--- src/verilog/sram_host_consts.svh ---
// timing and geometry constants for the static memory host controller
`ifndef SRAM_HOST_CONSTS_SVH
`define SRAM_HOST_CONSTS_SVH

// geometry of the memory
`define SRAM_ADDR_W        19
`define SRAM_DATA_W        8

// controller clock period in ns (200 MHz)
`define SRAM_CLK_PERIOD_NS 5

// timing of the slower speed grade, in ns, used so either grade is safe
`define SRAM_T_RC_NS       70
`define SRAM_T_WC_NS       70
`define SRAM_T_ACC_NS      70
`define SRAM_T_HZ_NS       25
`define SRAM_T_WHZ_NS      25
`define SRAM_T_AW_NS       60
`define SRAM_T_CW_NS       60
`define SRAM_T_WP_NS       50
`define SRAM_T_DW_NS       30
`define SRAM_T_DH_NS       0
`define SRAM_T_WR_NS       0
`define SRAM_T_CDR_NS      0

// least times round up to whole cycles
`define SRAM_CYC_UP(ns)    (((ns) + `SRAM_CLK_PERIOD_NS - 1) / `SRAM_CLK_PERIOD_NS)

// cycle counts derived from the times above
`define SRAM_RC_CYC        `SRAM_CYC_UP(`SRAM_T_RC_NS)
`define SRAM_WC_CYC        `SRAM_CYC_UP(`SRAM_T_WC_NS)
`define SRAM_ACC_CYC       `SRAM_CYC_UP(`SRAM_T_ACC_NS)
`define SRAM_HZ_CYC        `SRAM_CYC_UP(`SRAM_T_HZ_NS)
`define SRAM_AW_CYC        `SRAM_CYC_UP(`SRAM_T_AW_NS)
`define SRAM_CW_CYC        `SRAM_CYC_UP(`SRAM_T_CW_NS)
`define SRAM_WP_MIN_CYC    `SRAM_CYC_UP(`SRAM_T_WP_NS)
`define SRAM_DW_CYC        `SRAM_CYC_UP(`SRAM_T_DW_NS + `SRAM_T_WHZ_NS)

// data input synchroniser depth and read sampling margin
`define SRAM_SYNC_STAGES   2
`define SRAM_RD_MARGIN     1

// timer width
`define SRAM_TMR_W         8

`endif

--- src/verilog/sram_host_pkg.sv ---
// types and helpers shared by the static memory host controller
`include "sram_host_consts.svh"

package sram_host_pkg;

	// pins driven toward the memory
	typedef struct packed {
		logic [`SRAM_ADDR_W-1:0] word_address;
		logic                    cs_n;
		logic                    oe_n;
		logic                    we_n;
		logic [`SRAM_DATA_W-1:0] data_out;
		logic                    data_oe;
	} sram_pins_s;

	// one access request from the user side
	typedef struct packed {
		logic                    write;
		logic [`SRAM_ADDR_W-1:0] addr;
		logic [`SRAM_DATA_W-1:0] wdata;
	} mem_req_s;

	// controller states, one bit changes per step along read and write paths, except the two-bit return to idle
	typedef enum logic [2:0] {
		ST_IDLE     = 3'h0,
		ST_RD_WAIT  = 3'h1,
		ST_RD_FLOAT = 3'h3,
		ST_WR_PULSE = 3'h2,
		ST_WR_HOLD  = 3'h6,
		ST_RET_HOLD = 3'h4,
		ST_RET_WAKE = 3'h5
	} host_state_e;

	// timer load value for a state that lasts n cycles (at least one)
	function automatic logic [`SRAM_TMR_W-1:0] tmr_load(input int unsigned n);
		tmr_load = (n < 1) ? '0 : `SRAM_TMR_W'(n - 1);
	endfunction

	// larger of two cycle counts
	function automatic int unsigned cyc_max(input int unsigned a, input int unsigned b);
		cyc_max = (a > b) ? a : b;
	endfunction

endpackage

--- src/verilog/async_static_ram_host.sv ---
// host controller that runs reads, writes and retention on the static memory
`timescale 1ns/1ps
`default_nettype none
`include "sram_host_consts.svh"

module async_static_ram_host (
	// clock and reset
	input  wire logic                       clock_i,
	input  wire logic                       rst_n_i,
	// access requests
	input  wire logic                       req_valid_i,
	input  wire sram_host_pkg::mem_req_s    req_i,
	output logic                            req_ready_o,
	// read answers and write completion
	output logic                            rsp_valid_o,
	output logic [`SRAM_DATA_W-1:0]         rsp_rdata_o,
	output logic                            wr_done_o,
	// low supply retention handshake
	input  wire logic                       retention_req_i,
	output logic                            retention_ack_o,
	// memory pins
	output sram_host_pkg::sram_pins_s       pins_o,
	input  wire logic [`SRAM_DATA_W-1:0]    shared_data_bus_i
);

	// state timing in cycles
	localparam int unsigned RD_CYC    = cyc_rd();
	localparam int unsigned FLOAT_CYC = `SRAM_HZ_CYC;
	localparam int unsigned WP_CYC    = cyc_wp();
	localparam int unsigned HOLD_CYC  = cyc_hold();
	localparam int unsigned WAKE_CYC  = `SRAM_RC_CYC;

	// read wait covers access time, synchroniser and margin, and the cycle time
	function automatic int unsigned cyc_rd();
		cyc_rd = sram_host_pkg::cyc_max(`SRAM_ACC_CYC + `SRAM_SYNC_STAGES + `SRAM_RD_MARGIN,
			`SRAM_RC_CYC);
	endfunction

	// write pulse long enough for address, select, data and float delay
	function automatic int unsigned cyc_wp();
		cyc_wp = sram_host_pkg::cyc_max(sram_host_pkg::cyc_max(`SRAM_AW_CYC, `SRAM_CW_CYC),
			sram_host_pkg::cyc_max(`SRAM_WP_MIN_CYC, `SRAM_DW_CYC));
	endfunction

	// hold after write end fills the rest of the write cycle, one cycle at least
	function automatic int unsigned cyc_hold();
		cyc_hold = (`SRAM_WC_CYC > cyc_wp() + 1) ? (`SRAM_WC_CYC - cyc_wp()) : 1;
	endfunction

	// registered state
	sram_host_pkg::host_state_e state_ff;
	sram_host_pkg::host_state_e nxt_state;
	sram_host_pkg::sram_pins_s  pins_ff;
	sram_host_pkg::sram_pins_s  nxt_pins;
	logic [`SRAM_DATA_W-1:0]    rdata_ff;
	logic [`SRAM_DATA_W-1:0]    nxt_rdata;
	logic                       rsp_valid_ff;
	logic                       nxt_rsp_valid;
	logic                       wr_done_ff;
	logic                       nxt_wr_done;
	logic                       ret_ack_ff;
	logic                       nxt_ret_ack;

	// timer control
	logic                       tmr_load;
	logic [`SRAM_TMR_W-1:0]     tmr_val;
	logic                       tmr_done;

	// synchronised data pins
	logic [`SRAM_DATA_W-1:0]    data_sync;

	// handshake
	logic                       accept;

	// data bus passes two flip-flops before anything reads it
	host_pin_sync u_data_sync (
		.clock_i (clock_i),
		.rst_n_i (rst_n_i),
		.pin_i   (shared_data_bus_i),
		.sync_o  (data_sync)
	);

	// one timer paces every state but idle and retention hold
	host_cycle_timer u_timer (
		.clock_i    (clock_i),
		.rst_n_i    (rst_n_i),
		.load_i     (tmr_load),
		.load_val_i (tmr_val),
		.done_o     (tmr_done)
	);

	// requests only taken when idle and retention is not asked for
	assign req_ready_o = (state_ff == sram_host_pkg::ST_IDLE) && !retention_req_i;
	assign accept      = req_valid_i && req_ready_o;

	// next state, pins and answers
	always_comb begin
		nxt_state     = state_ff;
		nxt_pins      = pins_ff;
		nxt_rdata     = rdata_ff;
		nxt_rsp_valid = 1'b0;
		nxt_wr_done   = 1'b0;
		nxt_ret_ack   = ret_ack_ff;
		tmr_load      = 1'b0;
		tmr_val       = '0;
		unique case (state_ff)
			sram_host_pkg::ST_IDLE: begin
				if (retention_req_i) begin
					// select already high here, so retention may start at once
					nxt_pins.cs_n    = 1'b1;
					nxt_pins.data_oe = 1'b0;
					nxt_ret_ack      = 1'b1;
					nxt_state        = sram_host_pkg::ST_RET_HOLD;
				end else if (accept && req_i.write) begin
					// address, data, select and write enable change together
					nxt_pins.word_address = req_i.addr;
					nxt_pins.data_out     = req_i.wdata;
					nxt_pins.data_oe      = 1'b1;
					nxt_pins.oe_n         = 1'b1;
					nxt_pins.cs_n         = 1'b0;
					nxt_pins.we_n         = 1'b0;
					tmr_load              = 1'b1;
					tmr_val               = sram_host_pkg::tmr_load(WP_CYC);
					nxt_state             = sram_host_pkg::ST_WR_PULSE;
				end else if (accept) begin
					// read: select and output enable low, bus released
					nxt_pins.word_address = req_i.addr;
					nxt_pins.data_oe      = 1'b0;
					nxt_pins.we_n         = 1'b1;
					nxt_pins.oe_n         = 1'b0;
					nxt_pins.cs_n         = 1'b0;
					tmr_load              = 1'b1;
					tmr_val               = sram_host_pkg::tmr_load(RD_CYC);
					nxt_state             = sram_host_pkg::ST_RD_WAIT;
				end
			end
			sram_host_pkg::ST_RD_WAIT: begin
				// address held steady the whole read, sample once access has elapsed
				if (tmr_done) begin
					nxt_rdata     = data_sync;
					nxt_rsp_valid = 1'b1;
					nxt_pins.cs_n = 1'b1;
					nxt_pins.oe_n = 1'b1;
					tmr_load      = 1'b1;
					tmr_val       = sram_host_pkg::tmr_load(FLOAT_CYC);
					nxt_state     = sram_host_pkg::ST_RD_FLOAT;
				end
			end
			sram_host_pkg::ST_RD_FLOAT: begin
				// wait for the memory to let go before the bus may be driven
				if (tmr_done) begin
					nxt_state = sram_host_pkg::ST_IDLE;
				end
			end
			sram_host_pkg::ST_WR_PULSE: begin
				// select and write enable rise together; the byte is taken now
				if (tmr_done) begin
					nxt_pins.cs_n = 1'b1;
					nxt_pins.we_n = 1'b1;
					tmr_load      = 1'b1;
					tmr_val       = sram_host_pkg::tmr_load(HOLD_CYC);
					nxt_state     = sram_host_pkg::ST_WR_HOLD;
				end
			end
			sram_host_pkg::ST_WR_HOLD: begin
				// data and address stay past write end until the cycle is over
				if (tmr_done) begin
					nxt_pins.data_oe = 1'b0;
					nxt_wr_done      = 1'b1;
					nxt_state        = sram_host_pkg::ST_IDLE;
				end
			end
			sram_host_pkg::ST_RET_HOLD: begin
				// stay deselected while the supply is low
				nxt_pins.cs_n = 1'b1;
				if (!retention_req_i) begin
					nxt_ret_ack = 1'b0;
					tmr_load    = 1'b1;
					tmr_val     = sram_host_pkg::tmr_load(WAKE_CYC);
					nxt_state   = sram_host_pkg::ST_RET_WAKE;
				end
			end
			sram_host_pkg::ST_RET_WAKE: begin
				// recovery of one read cycle before the next access
				if (tmr_done) begin
					nxt_state = sram_host_pkg::ST_IDLE;
				end
			end
			default: begin
				nxt_state = sram_host_pkg::ST_IDLE;
				nxt_pins.cs_n    = 1'b1;
				nxt_pins.we_n    = 1'b1;
				nxt_pins.oe_n    = 1'b1;
				nxt_pins.data_oe = 1'b0;
			end
		endcase
	end

	// registers only; pins idle deselected with the bus released
	always_ff @(posedge clock_i or negedge rst_n_i) begin
		if (!rst_n_i) begin
			state_ff              <= sram_host_pkg::ST_IDLE;
			pins_ff.word_address  <= '0;
			pins_ff.cs_n          <= 1'b1;
			pins_ff.oe_n          <= 1'b1;
			pins_ff.we_n          <= 1'b1;
			pins_ff.data_out      <= '0;
			pins_ff.data_oe       <= 1'b0;
			rdata_ff              <= '0;
			rsp_valid_ff          <= 1'b0;
			wr_done_ff            <= 1'b0;
			ret_ack_ff            <= 1'b0;
		end else begin
			state_ff     <= nxt_state;
			pins_ff      <= nxt_pins;
			rdata_ff     <= nxt_rdata;
			rsp_valid_ff <= nxt_rsp_valid;
			wr_done_ff   <= nxt_wr_done;
			ret_ack_ff   <= nxt_ret_ack;
		end
	end

	// outputs straight from flip-flops; no clock ever goes to the memory
	assign pins_o          = pins_ff;
	assign rsp_valid_o     = rsp_valid_ff;
	assign rsp_rdata_o     = rdata_ff;
	assign wr_done_o       = wr_done_ff;
	assign retention_ack_o = ret_ack_ff;

endmodule // async_static_ram_host

`default_nettype wire

--- src/verilog/host_pin_sync.sv ---
// two flip-flop synchroniser for the memory data pins
`timescale 1ns/1ps
`default_nettype none
`include "sram_host_consts.svh"

module host_pin_sync (
	// clock and reset
	input  wire logic                    clock_i,
	input  wire logic                    rst_n_i,
	// asynchronous pin value and its synchronised copy
	input  wire logic [`SRAM_DATA_W-1:0] pin_i,
	output logic      [`SRAM_DATA_W-1:0] sync_o
);

	logic [`SRAM_DATA_W-1:0] meta_ff;
	logic [`SRAM_DATA_W-1:0] sync_ff;
	logic [`SRAM_DATA_W-1:0] nxt_meta;
	logic [`SRAM_DATA_W-1:0] nxt_sync;

	// first stage feeds only the second
	always_comb begin
		nxt_meta = pin_i;
		nxt_sync = meta_ff;
	end

	always_ff @(posedge clock_i or negedge rst_n_i) begin
		if (!rst_n_i) begin
			meta_ff <= '0;
			sync_ff <= '0;
		end else begin
			meta_ff <= nxt_meta;
			sync_ff <= nxt_sync;
		end
	end

	assign sync_o = sync_ff;

endmodule // host_pin_sync

`default_nettype wire

--- src/verilog/host_cycle_timer.sv ---
// down counter that times every controller state except idle and retention hold
`timescale 1ns/1ps
`default_nettype none
`include "sram_host_consts.svh"

module host_cycle_timer (
	// clock and reset
	input  wire logic                   clock_i,
	input  wire logic                   rst_n_i,
	// load a new count, done while the count is zero
	input  wire logic                   load_i,
	input  wire logic [`SRAM_TMR_W-1:0] load_val_i,
	output logic                        done_o
);

	logic [`SRAM_TMR_W-1:0] count_ff;
	logic [`SRAM_TMR_W-1:0] nxt_count;

	// load wins, otherwise count down and stop at zero
	always_comb begin
		if (load_i) begin
			nxt_count = load_val_i;
		end else if (count_ff != '0) begin
			nxt_count = count_ff - `SRAM_TMR_W'(1);
		end else begin
			nxt_count = count_ff;
		end
	end

	always_ff @(posedge clock_i or negedge rst_n_i) begin
		if (!rst_n_i) begin
			count_ff <= '0;
		end else begin
			count_ff <= nxt_count;
		end
	end

	assign done_o = (count_ff == '0);

endmodule // host_cycle_timer

`default_nettype wire

--- config.mk ---
export PLATFORM = sky130hd
export DESIGN_NAME = async_static_ram_host
export DESIGN_NICKNAME = d
export VERILOG_FILES = /design/src/verilog/sram_host_pkg.sv /design/src/verilog/async_static_ram_host.sv /design/src/verilog/host_pin_sync.sv /design/src/verilog/host_cycle_timer.sv
export VERILOG_INCLUDE_DIRS = /design/src /design/src/verilog
export SDC_FILE = /design/constraint.sdc
export NUM_CORES = 1
export LEC_CHECK = 0
export ABC_AREA = 1
export BUFFER_PORTS_ARGS = -buffer_cell sky130_fd_sc_hd__buf_2
export CORE_UTILIZATION = 46
export CTS_BUF_LIST = sky130_fd_sc_hd__clkbuf_2 sky130_fd_sc_hd__clkbuf_4 sky130_fd_sc_hd__clkbuf_8
export DETAILED_ROUTE_END_ITERATION = 8
export PLACE_DENSITY_LB_ADDON = 0.12
export SYNTH_ARGS = -nofsm -noshare
export SYNTH_HDL_FRONTEND = slang
export SYNTH_SLANG_ARGS = --single-unit
--- constraint.sdc ---
create_clock -name clock_i -period 3.3 [get_ports clock_i]
set_input_delay 0.495 -clock clock_i [delete_from_list [all_inputs] [get_ports clock_i]]
set_output_delay 0.495 -clock clock_i [all_outputs]
set_load 0.05 [all_outputs]
==> results of run 1 <==
[placed cells by master (no fill, tap or decap), drive strengths merged]
| cell type | n |
|---|---|
| a21boi | 1 |
| clkbuf | 9 |
| nand2 | 154 |
| o21bai | 1 |
| xor2 | 3 |
| buf | 84 |
| nand3 | 18 |
| dfstp | 3 |
| dfrtp | 66 |
| bufinv | 1 |
| inv | 32 |
| nand3b | 1 |
| or2 | 1 |
| nand4 | 8 |
| clkinv | 5 |
| ha | 1 |
| o21ai | 3 |
| nor3 | 3 |
| nor2 | 18 |
| clkinvlp | 1 |
| o211ai | 1 |
| a21oi | 8 |
[per-stage QoR]
stage | utilization | area [sq um] | std cells | total power [uW] | setup WS (ps)
after floorplan | - | 2890 | 329 | 2900 | 1640
after global placement | 0.565 | 3380 | 481 | 3340 | 1170
after detailed placement | 0.565 | 3380 | 481 | 3360 | 1060
after CTS | 0.598 | 3580 | 497 | 4050 | 1170
after global routing | 0.598 | 3580 | 497 | 4290 | 973
final | 0.598 | 3580 | 497 | 4010 | 1180
[worst reg2reg max path, delay by kind of cell, from the launching register on]
kind	cells	cell delay (ps)
buffers and inverters	1	630
AND/OR/NAND/NOR	3	730
AO/OA/AOI/OAI	1	180
flip-flops	1	480
[metal layers]
metal / up-vias / track usage / wire, um
met5: - / 0 / 0
met4: 0 / 0.0875 / 39
met3: 4 / 0.0483 / 304
met2: 60 / 0.303 / 2840
met1: 1053 / 0.260 / 2760
li1: 1192 / - / -
[cells in the mapped netlist (all sizes together)]
| cell type | count | share of area |
|---|---|---|
| nand2 | 154 | 0.21 |
| dfrtp | 66 | 0.57 |
| inv | 31 | 0.040 |
| nand3 | 18 | 0.036 |
| nor2 | 18 | 0.029 |
| a21oi | 8 | 0.015 |
| nand4 | 8 | 0.023 |
| buf | 6 | 0.012 |
| dfstp | 3 | 0.027 |
| nor3 | 3 | 0.0052 |
| o21ai | 3 | 0.0052 |
| xor2 | 3 | 0.0091 |
| a21boi | 1 | 0.0026 |
| clkbuf | 1 | 0.0013 |
| clkinv | 1 | 0.0013 |
| ha | 1 | 0.0043 |
| nand3b | 1 | 0.0026 |
| o211ai | 1 | 0.0026 |
| o21bai | 1 | 0.0026 |
| or2 | 1 | 0.0022 |
[kinds of logic after synthesis]
| logic type | Yosys count |
|---|---|
| and+or+nand+nor | 203 |
| DFF | 69 |
| buffers and inverters | 39 |
| AOI/OAI and AO/OA | 14 |
| xor gates and xnor gates | 3 |
| adders and majority gates | 1 |
[where the power goes]
group          internal, uW  total, uW  switching, uW  leakage (uW)
Clock                   351        670            319     0.0000996
Combinational           505       1990           1490       0.00112
Sequential             1150       1350            193      0.000853
Total                  2010       4010           2000       0.00207
[final timing paths]
kind | startpoint | slack, ps | to | depth (start not counted)
setup / recovery | state_ff[1] | 1180 | req_ready_o | 6
hold / removal | rst_n_i | 150 | wr_done_o | 2
setup reg to reg | state_ff[1] | 1210 | u_timer.count_ff[4] | 5
hold reg to reg | u_data_sync.meta_ff[6] | 350 | u_data_sync.sync_o[6] | 0
max in group asynchronous | rst_n_i | 2800 | pins_o[11] | 2
min in group clock_i | shared_data_bus_i[1] | 260 | u_data_sync.meta_ff[1] | 1
[cell type report]
cell class | count | area (sq um) | area share
repair buffers | 84 | 438 | 0.122
clock inverters | 7 | 73.8 | 0.0206
flip-flops and latches | 69 | 1730 | 0.483
well taps | 75 | 93.8 | 0.0262
inverters | 32 | 120 | 0.0336
clock buffers | 9 | 124 | 0.0346
multi-input cells | 221 | 1000 | 0.279
[registers in the layout, indices dropped and copies added (netlist names)]
signal	cells
state_ff	3
u_data_sync.sync_o	8
u_data_sync.meta_ff	8
wr_done_o	1
u_timer.count_ff	8
pins_o	31
retention_ack_o	1
rsp_rdata_o	8
rsp_valid_o	1
==> implementation parameters, run 1 <==
Parameter                              Value

Synthesis
  Adder-Cell Fraction of Synth Area    0.00433
  Compound-cell area share of the yosys netlist    0.0282
  Synthesized-area fraction occupied by and/or/nand/nor cells    0.304
  Synthesis warning total    0
  Nets in the synthesized netlist    370
  Sequential-to-total area share from yosys stat    0.599
  Post-synthesis sequential element count    a little under 70
  Mean instance size in the synthesized netlist    approximately 8.8 sq um
  Number of unique standard cell types used by synthesis    30
  Gate count of the mapped netlist    approximately 330
  Fraction of synthesized cell area in xor and xnor cells    0.00909
  Share of cell area taken by muxes after synthesis    0
  Netlist area before placement    just under 3000 sq um
  Combinational family with the most area after synthesis    simple AND/OR/NAND/NOR gates

Clock tree
  Clock-pin slew of the registers on the worst-case setup and hold paths    70 ps
  Number of clock buffers inserted by TritonCTS    9
  Hold buffers post-CTS    0
  H-Tree Depth    3
  Post-cts repair resize count    0
  Clock sink count    ~70
  Bufs on Longest Clock Path    2
  Worst skew pair latency    around 330 ps
  Post-CTS Setup Repair Bufs    0
  Cell chosen for the clock root    sky130_fd_sc_hd__clkbuf_8
  CTS tree    done

Layout
  Nets    458
  N_diodes    0
  Total of fill cells in the finished design    546
  Area Overhead vs Synth    23.9%
  Layout cells sized above 1    0.284

Place
  Buffers on Ports    82
  HPWL Detailed    roughly 4100 um
  Routability cong.    ~0.80

Worst setup path
  Number of buffer and inverter stages on the critical path    3
  Critical path capture point type    primary output
  Kind of critical path    reg2out
  Largest delay contributor family on the critical path    flip-flops
  Data required time at the worst endpoint    2800 ps
  Critical path launch point type    register
  Slowest Stage Delay on Critical Path    480 ps
  Slowest stage cell, crit path    sky130_fd_sc_hd__dfrtp_1
  Critical path cell sequence    inv_1 > nand2_1 > nor2_1 > nand2_1 > inv_1 > buf_2
  Critical path peak fanout    7
  CP Data Arrival Time    1620 ps

Timing
  Final total negative setup slack    0 ps
  Slew headroom    0.590
  RSZ-0062 raised after global routing    no
  Min Tclk post-route    2120 ps
  Total count of max-transition violations in the final report    0
  Maximum achievable frequency    about 0.47 GHz
  Clock skew    5.44 ps
  Post-route worst hold slack    155 ps
  Transition time at the pin with the least slew margin    614 ps
  Final-report setup violation count    0
  Final count of hold timing violations    0
  Period utilisation layout    0.642

Pwr
  Lkg Pwr    0.00207 uW
  Maximum VDD drop    about 0.76 mV
  Total power density per cell area    approximately 1100 nW/um^2

Detailed routing
  Count of nets left with antenna violations after detail routing    0
  Ratio of routed vias to standard cells    4.65
  Initial DRC count    around 150
  Initial DRT Pass Iterations    4
  Residual DRC    0
  Post-detailed-route wirelength per cell    12.0 um
  DRT Wirelength    just under 6000 um
  Via count    2,309

GRT
  Number of antenna violations at the first check in global routing    0
  Global-route wire length before repair    9510 um
  Pin count of the biggest net entering global routing    70
  Number of global-route vias before repair    2,103
  Global-route total usage across every layer    0.196
  Final global-route overflow total    0

Floorplan
  Floorplan core area    between 5000 and 6000 sq um
  Number of core rows    28
  Number of I/O pins    83
  Die area    6600 sq um
  Die outline width    81.3 um
  Vert. Die Dim    81.3 um
  Initial standard-cell utilization of the core    0.482

Status
  Run status    complete, no violations

Run
  Maximum capacitance violations    0

Hold path
  Class of the worst hold path    in2async
Power figures use the tool's default switching activity.
==> run 2: changes to the inputs <==
- ABC_AREA: 1 -> 0
- clock period: 3.3 -> 1.77 ns (I/O delays scaled with it)
==> run 2 against run 1 <==
  * Routed wire length decreased by 6.4%
  * Area after synthesis decreased by 3.9%
  * Clock power increased by 130%
  * Clock skew increased by 3.8 ps
  * Power increased by 88%
  * Utilization increased by 4.2 points
  * Global-route usage increased by 0.088 points
  * Register-to-register slack got worse by 1100 ps
  * Combinational power increased by 77%
  * Count of clock-buffer cells in the layout unchanged
  * Flip-flop and latch count unchanged
  * Critical path type unchanged
==> implementation parameters, run 2 <==
Parameter                              Value

Synthesis
  Top cell type by total area after synthesis    sky130_fd_sc_hd__dfrtp_1
  Most used flip-flop cell after synthesis    sky130_fd_sc_hd__dfrtp_1
  Sequential-to-total area share from yosys stat    0.624 (+0.0246)
  Area fraction of the dominant cell type after synthesis    0.595 (+0.0235)
  Gate count of the mapped netlist    210 (-36%)
  Post-synthesis sequential element count    69 (unchanged)
  Main area contributors after synthesis    sky130_fd_sc_hd__dfrtp_1 (60%), sky130_fd_sc_hd__mux2_2 (14%), sky130_fd_sc_hd__dfstp_2 (2.8%)
  Mean instance size in the synthesized netlist    13.2 sq um (+50%)
  Synthesis warning total    0 (unchanged)
  Nets in the synthesized netlist    251 (-32%)
  Count of flip-flops with a built-in enable after synthesis    0 (unchanged)
  Number of unique standard cell types used by synthesis    40 (+33%)
  Netlist area before placement    2780 sq um (-3.9%)
  Commonest cells post-synth    sky130_fd_sc_hd__dfrtp_1 (66), sky130_fd_sc_hd__mux2_2 (35), sky130_fd_sc_hd__nor2_1 (14)
  Most common cell in the synthesized netlist    sky130_fd_sc_hd__dfrtp_1
  Share of flip-flops with an asynchronous set or reset after synthesis    1.00 (unchanged)

Detailed routing
  Post-detailed-route wirelength per cell    14.4 um (+21%)
  Initial DRT Pass Iterations    4 (unchanged)
  Ratio of routed vias to standard cells    5.10 (+9.9%)
  Residual DRC    0 (unchanged)
  DRT Wirelength    5560 um (-6.4%)
  Initial DRC count    180 (+21%)
  Count of nets left with antenna violations after detail routing    0 (unchanged)
  Via count    1,970 (-15%)

Timing
  Slew headroom    0.762 (+0.172)
  Transition time at the pin with the least slew margin    357 ps (-257 ps)
  Total count of max-transition violations in the final report    0 (unchanged)
  Maximum achievable frequency    0.587 GHz
  Min Tclk post-route    roughly 1700 ps
  Final count of hold timing violations    0 (unchanged)
  RSZ-0062 raised after global routing    no
  Post-route worst hold slack    24.1 ps (-131 ps)
  Period utilisation layout    0.963
  Final-report setup violation count    0 (unchanged)
  Clock skew    9.27 ps (+3.83 ps)

Worst setup path
  Slowest stage cell, crit path    sky130_fd_sc_hd__dfrtp_1
  Critical path launch point type    register
  Largest delay contributor family on the critical path    flip-flops
  Critical path peak fanout    3 (-4)
  CP Data Arrival Time    1440 ps (-180 ps)
  Critical path cell sequence    nor4_4 > clkbuf_4
  Slowest Stage Delay on Critical Path    410 ps (-70 ps)
  Data required time at the worst endpoint    1500 ps (-1300 ps)
  Number of buffer and inverter stages on the critical path    1 (-2)
  Kind of critical path    reg2out
  Critical path capture point type    primary output

Floorplan
  Die area    6350 sq um (-3.9%)
  Die outline width    79.7 um (-1.9%)
  Number of I/O pins    83 (unchanged)
  Number of core rows    27 (-3.6%)
  Floorplan core area    5680 sq um (-5.3%)
  Vert. Die Dim    79.7 um (-1.9%)
  Initial standard-cell utilization of the core    0.489 (+0.00673)

GRT
  Number of antenna violations at the first check in global routing    0 (unchanged)
  Number of global-route vias before repair    2,024 (-3.8%)
  Global-route total usage across every layer    0.197 (+0.000883)
  Global-route wire length before repair    9210 um (-3.1%)
  Final global-route overflow total    0 (unchanged)
  Pin count of the biggest net entering global routing    70 (unchanged)

Place
  HPWL Detailed    3870 um (-6.2%)
  Buffers on Ports    82 (unchanged)
  Routability cong.    0.842 (+5.1%)
  Number of placed instances, taps included    369 (-23%)
  Total cell area at the placement stage    3370 sq um (-0.44%)

Clock tree
  Clock sink count    69 (unchanged)
  Worst skew pair latency    340 ps (about the same)
  Clock-pin slew of the registers on the worst-case setup and hold paths    80 ps (about the same)
  Cell chosen for the clock root    sky130_fd_sc_hd__clkbuf_8
  Bufs on Longest Clock Path    2 (unchanged)
  Number of clock buffers inserted by TritonCTS    9 (unchanged)
  Post-CTS Setup Repair Bufs    0 (unchanged)
  CTS tree    done
  H-Tree Depth    3 (unchanged)

Run
  Maximum capacitance violations    0 (unchanged)

Layout
  Post-route design area    3630 sq um (+1.4%)
  Nets    350 (-24%)
  Max FFs per register    31 (unchanged)
  Area Overhead vs Synth    30.8%
  Post-route non-filler standard cell count    386 (-22%)
  N_diodes    0 (unchanged)
  Leading cell types in the layout, fill and taps excluded    sky130_fd_sc_hd__buf_2 (81), sky130_fd_sc_hd__dfrtp_1 (66), sky130_fd_sc_hd__mux2_2 (35)
  Layout cells sized above 1    0.510 (+0.225)
  Final cell utilization of the core    0.640 (+0.0420)
  Most common cell after layout, fill and taps aside    sky130_fd_sc_hd__buf_2

Pwr
  Power consumption    7550 uW (+88%)
  Lkg Pwr    0.00180 uW (-13%)
  Total power density per cell area    2080 nW/um^2 (+86%)
  Maximum VDD drop    1.10 mV (+45%)

Hold path
  Class of the worst hold path    in2reg

Status
  Run status    complete, no violations
## run 2: cells by family (layout without fill, tap and decap cells)
group                      count (synthesis)  count (layout)  synth area share
muxes                                     37              37             0.149
buffers and inverters                     14             118            0.0289
AOI/OAI and AO/OA                         36              36            0.0825
DFF                                       69              69             0.624
and+or+nand+nor                           50              50             0.102
adders and majority gates                  1               1           0.00451
xor gates and xnor gates                   3               3           0.00947
## run 2: power by group
group,internal (uW),switching (uW),total [uW]
logic,1110,2400,3520
registers,2140,338,2480
clock network,942,617,1560
total,4190,3360,7550
## run 2: routing by layer
| layer | vias to the layer above | track usage | wire length, um | share of wire |
|---|---|---|---|---|
| met5 | - | 0 | 0 | 0 |
| met4 | 0 | 0.104 | 106 | 0.019 |
| met3 | 9 | 0.0526 | 309 | 0.056 |
| met2 | 59 | 0.301 | 2700 | 0.49 |
| met1 | 961 | 0.255 | 2450 | 0.44 |
| li1 | 941 | - | - | - |
## run 2: final cells by class
class / count / area (sq um)
fill: 461 / 2050
sequential: 69 / 1730
multi-input combinational: 127 / 987
timing repair buffer: 98 / 561
clock buffer: 9 / 124
clock inverter: 7 / 123
tap: 72 / 90.1
inverter: 4 / 15.0
## run 2: what timing repair did
action,in CTS,in global routing
setup endpoints to repair,0,13
hold buffers,1,0
hold endpoints to repair,66,0
resized for setup,0,4
## run 2: through the flow
step | worst slack (ps) | TNS, ps
final | 65.6 | 0
after global routing | 6.13 | 0
after CTS | 11.8 | 0
after detailed placement | 60.4 | 0
after global placement | 108 | 0
after floorplan | -202 | -5390
## run 2: worst paths after layout
kind,startpoint,end,slack (ps),cells past startpoint
setup / recovery,state_ff[2],req_ready_o,70,2
hold reg to reg,u_data_sync.meta_ff[0],u_data_sync.sync_o[0],350,0
hold / removal,shared_data_bus_i[4],u_data_sync.meta_ff[4],20,1
setup reg to reg,u_timer.count_ff[1],rsp_rdata_o[1],90,6
max in group asynchronous,rst_n_i,pins_o[9],980,3
min in group asynchronous,rst_n_i,rsp_rdata_o[0],470,3
==> run 3: changes to the inputs <==
- CORE_UTILIZATION: 46 -> 40
==> run 3 against run 2 <==
  * Hold slack worse by 0.53 ps
  * Register-to-register slack worse by 20 ps
  * Largest cell class unchanged
  * Cell area up 0.65%
  * Critical path depth up 4
  * Critical path type is now reg2reg
  * Power down 3.4%
  * Global-route usage down 2.3 points
  * Sequential power about the same
==> implementation parameters, run 3 (synthesis results as in run 2) <==
Parameter                              Value

Status
  Run status    complete, no violations

Worst setup path
  Reg-to-reg critical path startpoint    u_timer.count_ff[0]
  R2r endpoint    rsp_rdata_o[2]
  Worst Setup EP    rsp_rdata_o[2]
  Internal reg-to-reg setup slack    70 ps (-20 ps)
  Critical path peak fanout    10 (+7)
  Worst R2R Path Depth    6 (unchanged)
  Kind of critical path    reg2reg
  Critical path capture point type    register
  Critical path launch point type    register
  Data required time at the worst endpoint    2000 ps (+500 ps)
  Crit path from    u_timer.count_ff[0]
  CP Data Arrival Time    1930 ps (+490 ps)

Place
  HPWL Detailed    4160 um (+7.6%)
  Number of placed instances, taps included    381 (+3.3%)
  Buffers on Ports    82 (unchanged)
  Total cell area at the placement stage    3440 sq um (+2.1%)
  Routability cong.    0.829 (-1.6%)

Detailed routing
  Initial DRT Pass Iterations    6 (+2)
  Post-detailed-route wirelength per cell    14.3 um (-1.0%)
  Initial DRC count    122 (-32%)
  Residual DRC    0 (unchanged)
  Count of nets left with antenna violations after detail routing    0 (unchanged)
  Ratio of routed vias to standard cells    4.97 (-2.5%)
  DRT Wirelength    5690 um (+2.3%)
  Via count    1,985 (+0.76%)

Clock tree
  CTS tree    done
  Clock sink count    69 (unchanged)
  Number of clock buffers inserted by TritonCTS    9 (unchanged)
  Worst skew pair latency    340 ps (about the same)
  Cell chosen for the clock root    sky130_fd_sc_hd__clkbuf_8
  Clock-pin slew of the registers on the worst-case setup and hold paths    80 ps (about the same)
  Bufs on Longest Clock Path    2 (unchanged)
  H-Tree Depth    3 (unchanged)

GRT
  Pin count of the biggest net entering global routing    24 (-66%)
  Global-route wire length before repair    9520 um (+3.4%)
  Global-route total usage across every layer    0.174 (-0.0230)
  Global routing usage on met3    0.0613 (+0.00871)
  Busiest metal layer after global routing    met2
  Met2 global-route usage    0.262 (-0.0384)
  Number of global-route vias before repair    1,963 (-3.0%)
  Met1 Track Usage GR    0.225 (-0.0301)
  Final global-route overflow total    0 (unchanged)
  Number of antenna violations at the first check in global routing    0 (unchanged)

Floorplan
  Number of I/O pins    83 (unchanged)
  Die area    7280 sq um (+15%)
  Initial standard-cell utilization of the core    0.425 (-0.0641)
  Die outline width    85.3 um (+7.1%)
  Floorplan core area    6530 sq um (+15%)
  Vert. Die Dim    85.3 um (+7.1%)
  Number of core rows    29 (+7.4%)

Timing
  Total count of max-transition violations in the final report    0 (unchanged)
  Final-report setup violation count    0 (unchanged)
  Maximum achievable frequency    0.589 GHz (+0.34%)
  Post-route worst hold slack    23.6 ps (-0.533 ps)
  Clock skew    7.89 ps (-1.39 ps)
  Transition time at the pin with the least slew margin    455 ps (+97.4 ps)
  Slew headroom    0.697 (-0.0649)
  Min Tclk post-route    1700 ps (-5.79 ps)
  Period utilisation layout    0.960 (-0.00327)
  Final total negative setup slack    0 ps (unchanged)
  Final count of hold timing violations    0 (unchanged)
  RSZ-0062 raised after global routing    yes

Layout
  N_diodes    0 (unchanged)
  Layout cells sized above 1    0.525 (+0.0153)
  Max FFs per register    31 (unchanged)
  Post-route non-filler standard cell count    399 (+3.4%)
  Leading cell types in the layout, fill and taps excluded    sky130_fd_sc_hd__buf_2 (81), sky130_fd_sc_hd__dfrtp_1 (66), sky130_fd_sc_hd__mux2_2 (35)
  Total of fill cells in the finished design    566 (+23%)
  Nets    358 (+2.3%)
  Area Overhead vs Synth    31.6%
  Post-route design area    3650 sq um (+0.65%)
  Most common cell after layout, fill and taps aside    sky130_fd_sc_hd__buf_2

Pwr
  Switching Power    3370 uW (+0.38%)
  Maximum VDD drop    1.01 mV (-8.2%)
  Total power density per cell area    2000 nW/um^2 (-4.0%)
  Fraction of power consumed by the clock network    0.163 (-0.044)
  Sw Ratio    0.462 (+0.0174)
  Combinational cell fraction of total power    0.500 (+0.034)
  Portion of total power attributed to sequential cells    0.337 (+0.009)
  Int Pwr    3920 uW (-6.4%)
  Lkg Pwr    0.00182 uW (+0.96%)

Hold path
  Class of the worst hold path    in2reg

Run
  Maximum capacitance violations    0 (unchanged)
-- run 3: cell count changes in the layout (fill, tap and decap cells not counted), moves of 2 or more --
cell,change
sky130_fd_sc_hd__inv_1,-2
sky130_fd_sc_hd__inv_2,+2
sky130_fd_sc_hd__clkinv_2,+2
sky130_fd_sc_hd__bufinv_16,-3
sky130_fd_sc_hd__clkbuf_8,+2
sky130_fd_sc_hd__buf_4,+8
-- run 3: what timing repair did --
item / CTS / global route
setup endpoints to repair: 0 / 14
hold buffers: 1 / 0
endpoints found under the hold margin: 14 / 0
setup buffers: 0 / 1
gates resized for setup: 0 / 6
-- run 3: worst min-delay path by stage --
stage          cells after the start                      to                  from  slack (ps)
2_1_floorplan                      0               pins_o[0]               rst_n_i         -30
3_3_place_gp                       1     u_timer.count_ff[3]               rst_n_i         240
3_5_place_dp                       1     u_timer.count_ff[3]               rst_n_i         240
4_1_cts                            1  u_data_sync.meta_ff[3]  shared_data_bus_i[3]           4
5_1_grt                            1  u_data_sync.meta_ff[5]  shared_data_bus_i[5]           2
6_report                           1  u_data_sync.meta_ff[3]  shared_data_bus_i[3]          20
-- run 3: power groups by stage --
stage                     Clock [uW]  Sequential (uW)  Combinational, uW
after CTS                       1230             2470               3630
final                           1190             2460               3650
after global placement             0             2470               3610
after global routing            1290             2540               3880
after floorplan                    0             3950               1200
after detailed placement           0             2490               3630
-- run 3: critical path, cell delays in order (launching register included) --
cell and delay (ps):
sky130_fd_sc_hd__dfrtp_1 390, sky130_fd_sc_hd__inv_2 80, sky130_fd_sc_hd__ha_4 120, sky130_fd_sc_hd__nor4b_4 230, sky130_fd_sc_hd__and2_0 250, sky130_fd_sc_hd__nand3_4 180
sky130_fd_sc_hd__mux2_2 320
-- run 3: area by class of cell --
| cell class | instances | area, sq um | area share |
|---|---|---|---|
| Tap cell | 77 | 96.3 | 0.0264 |
| Inverter | 4 | 15.0 | 0.00411 |
| Timing Repair Buffer | 106 | 633 | 0.173 |
| Multi-Input combinational cell | 127 | 993 | 0.272 |
| Clock buffer | 11 | 151 | 0.0414 |
| Sequential cell | 69 | 1730 | 0.474 |
| Clock inverter | 5 | 33.8 | 0.00925 |
-- run 3: through the flow --
step	utilization	total power, uW	worst slack, ps
final	0.559	7300	71.4
after floorplan	-	5140	-202
after global placement	0.526	6080	85.6
after global routing	0.559	7710	-40.6
after CTS	0.556	7330	5.21
after detailed placement	0.526	6120	43.1
-- run 3: routing by layer --
| metal | up-vias | part of all wire |
|---|---|---|
| li1 | 958 | - |
| met1 | 957 | 0.45 |
| met2 | 59 | 0.46 |
| met3 | 11 | 0.068 |
| met4 | 0 | 0.017 |
| met5 | - | 0 |
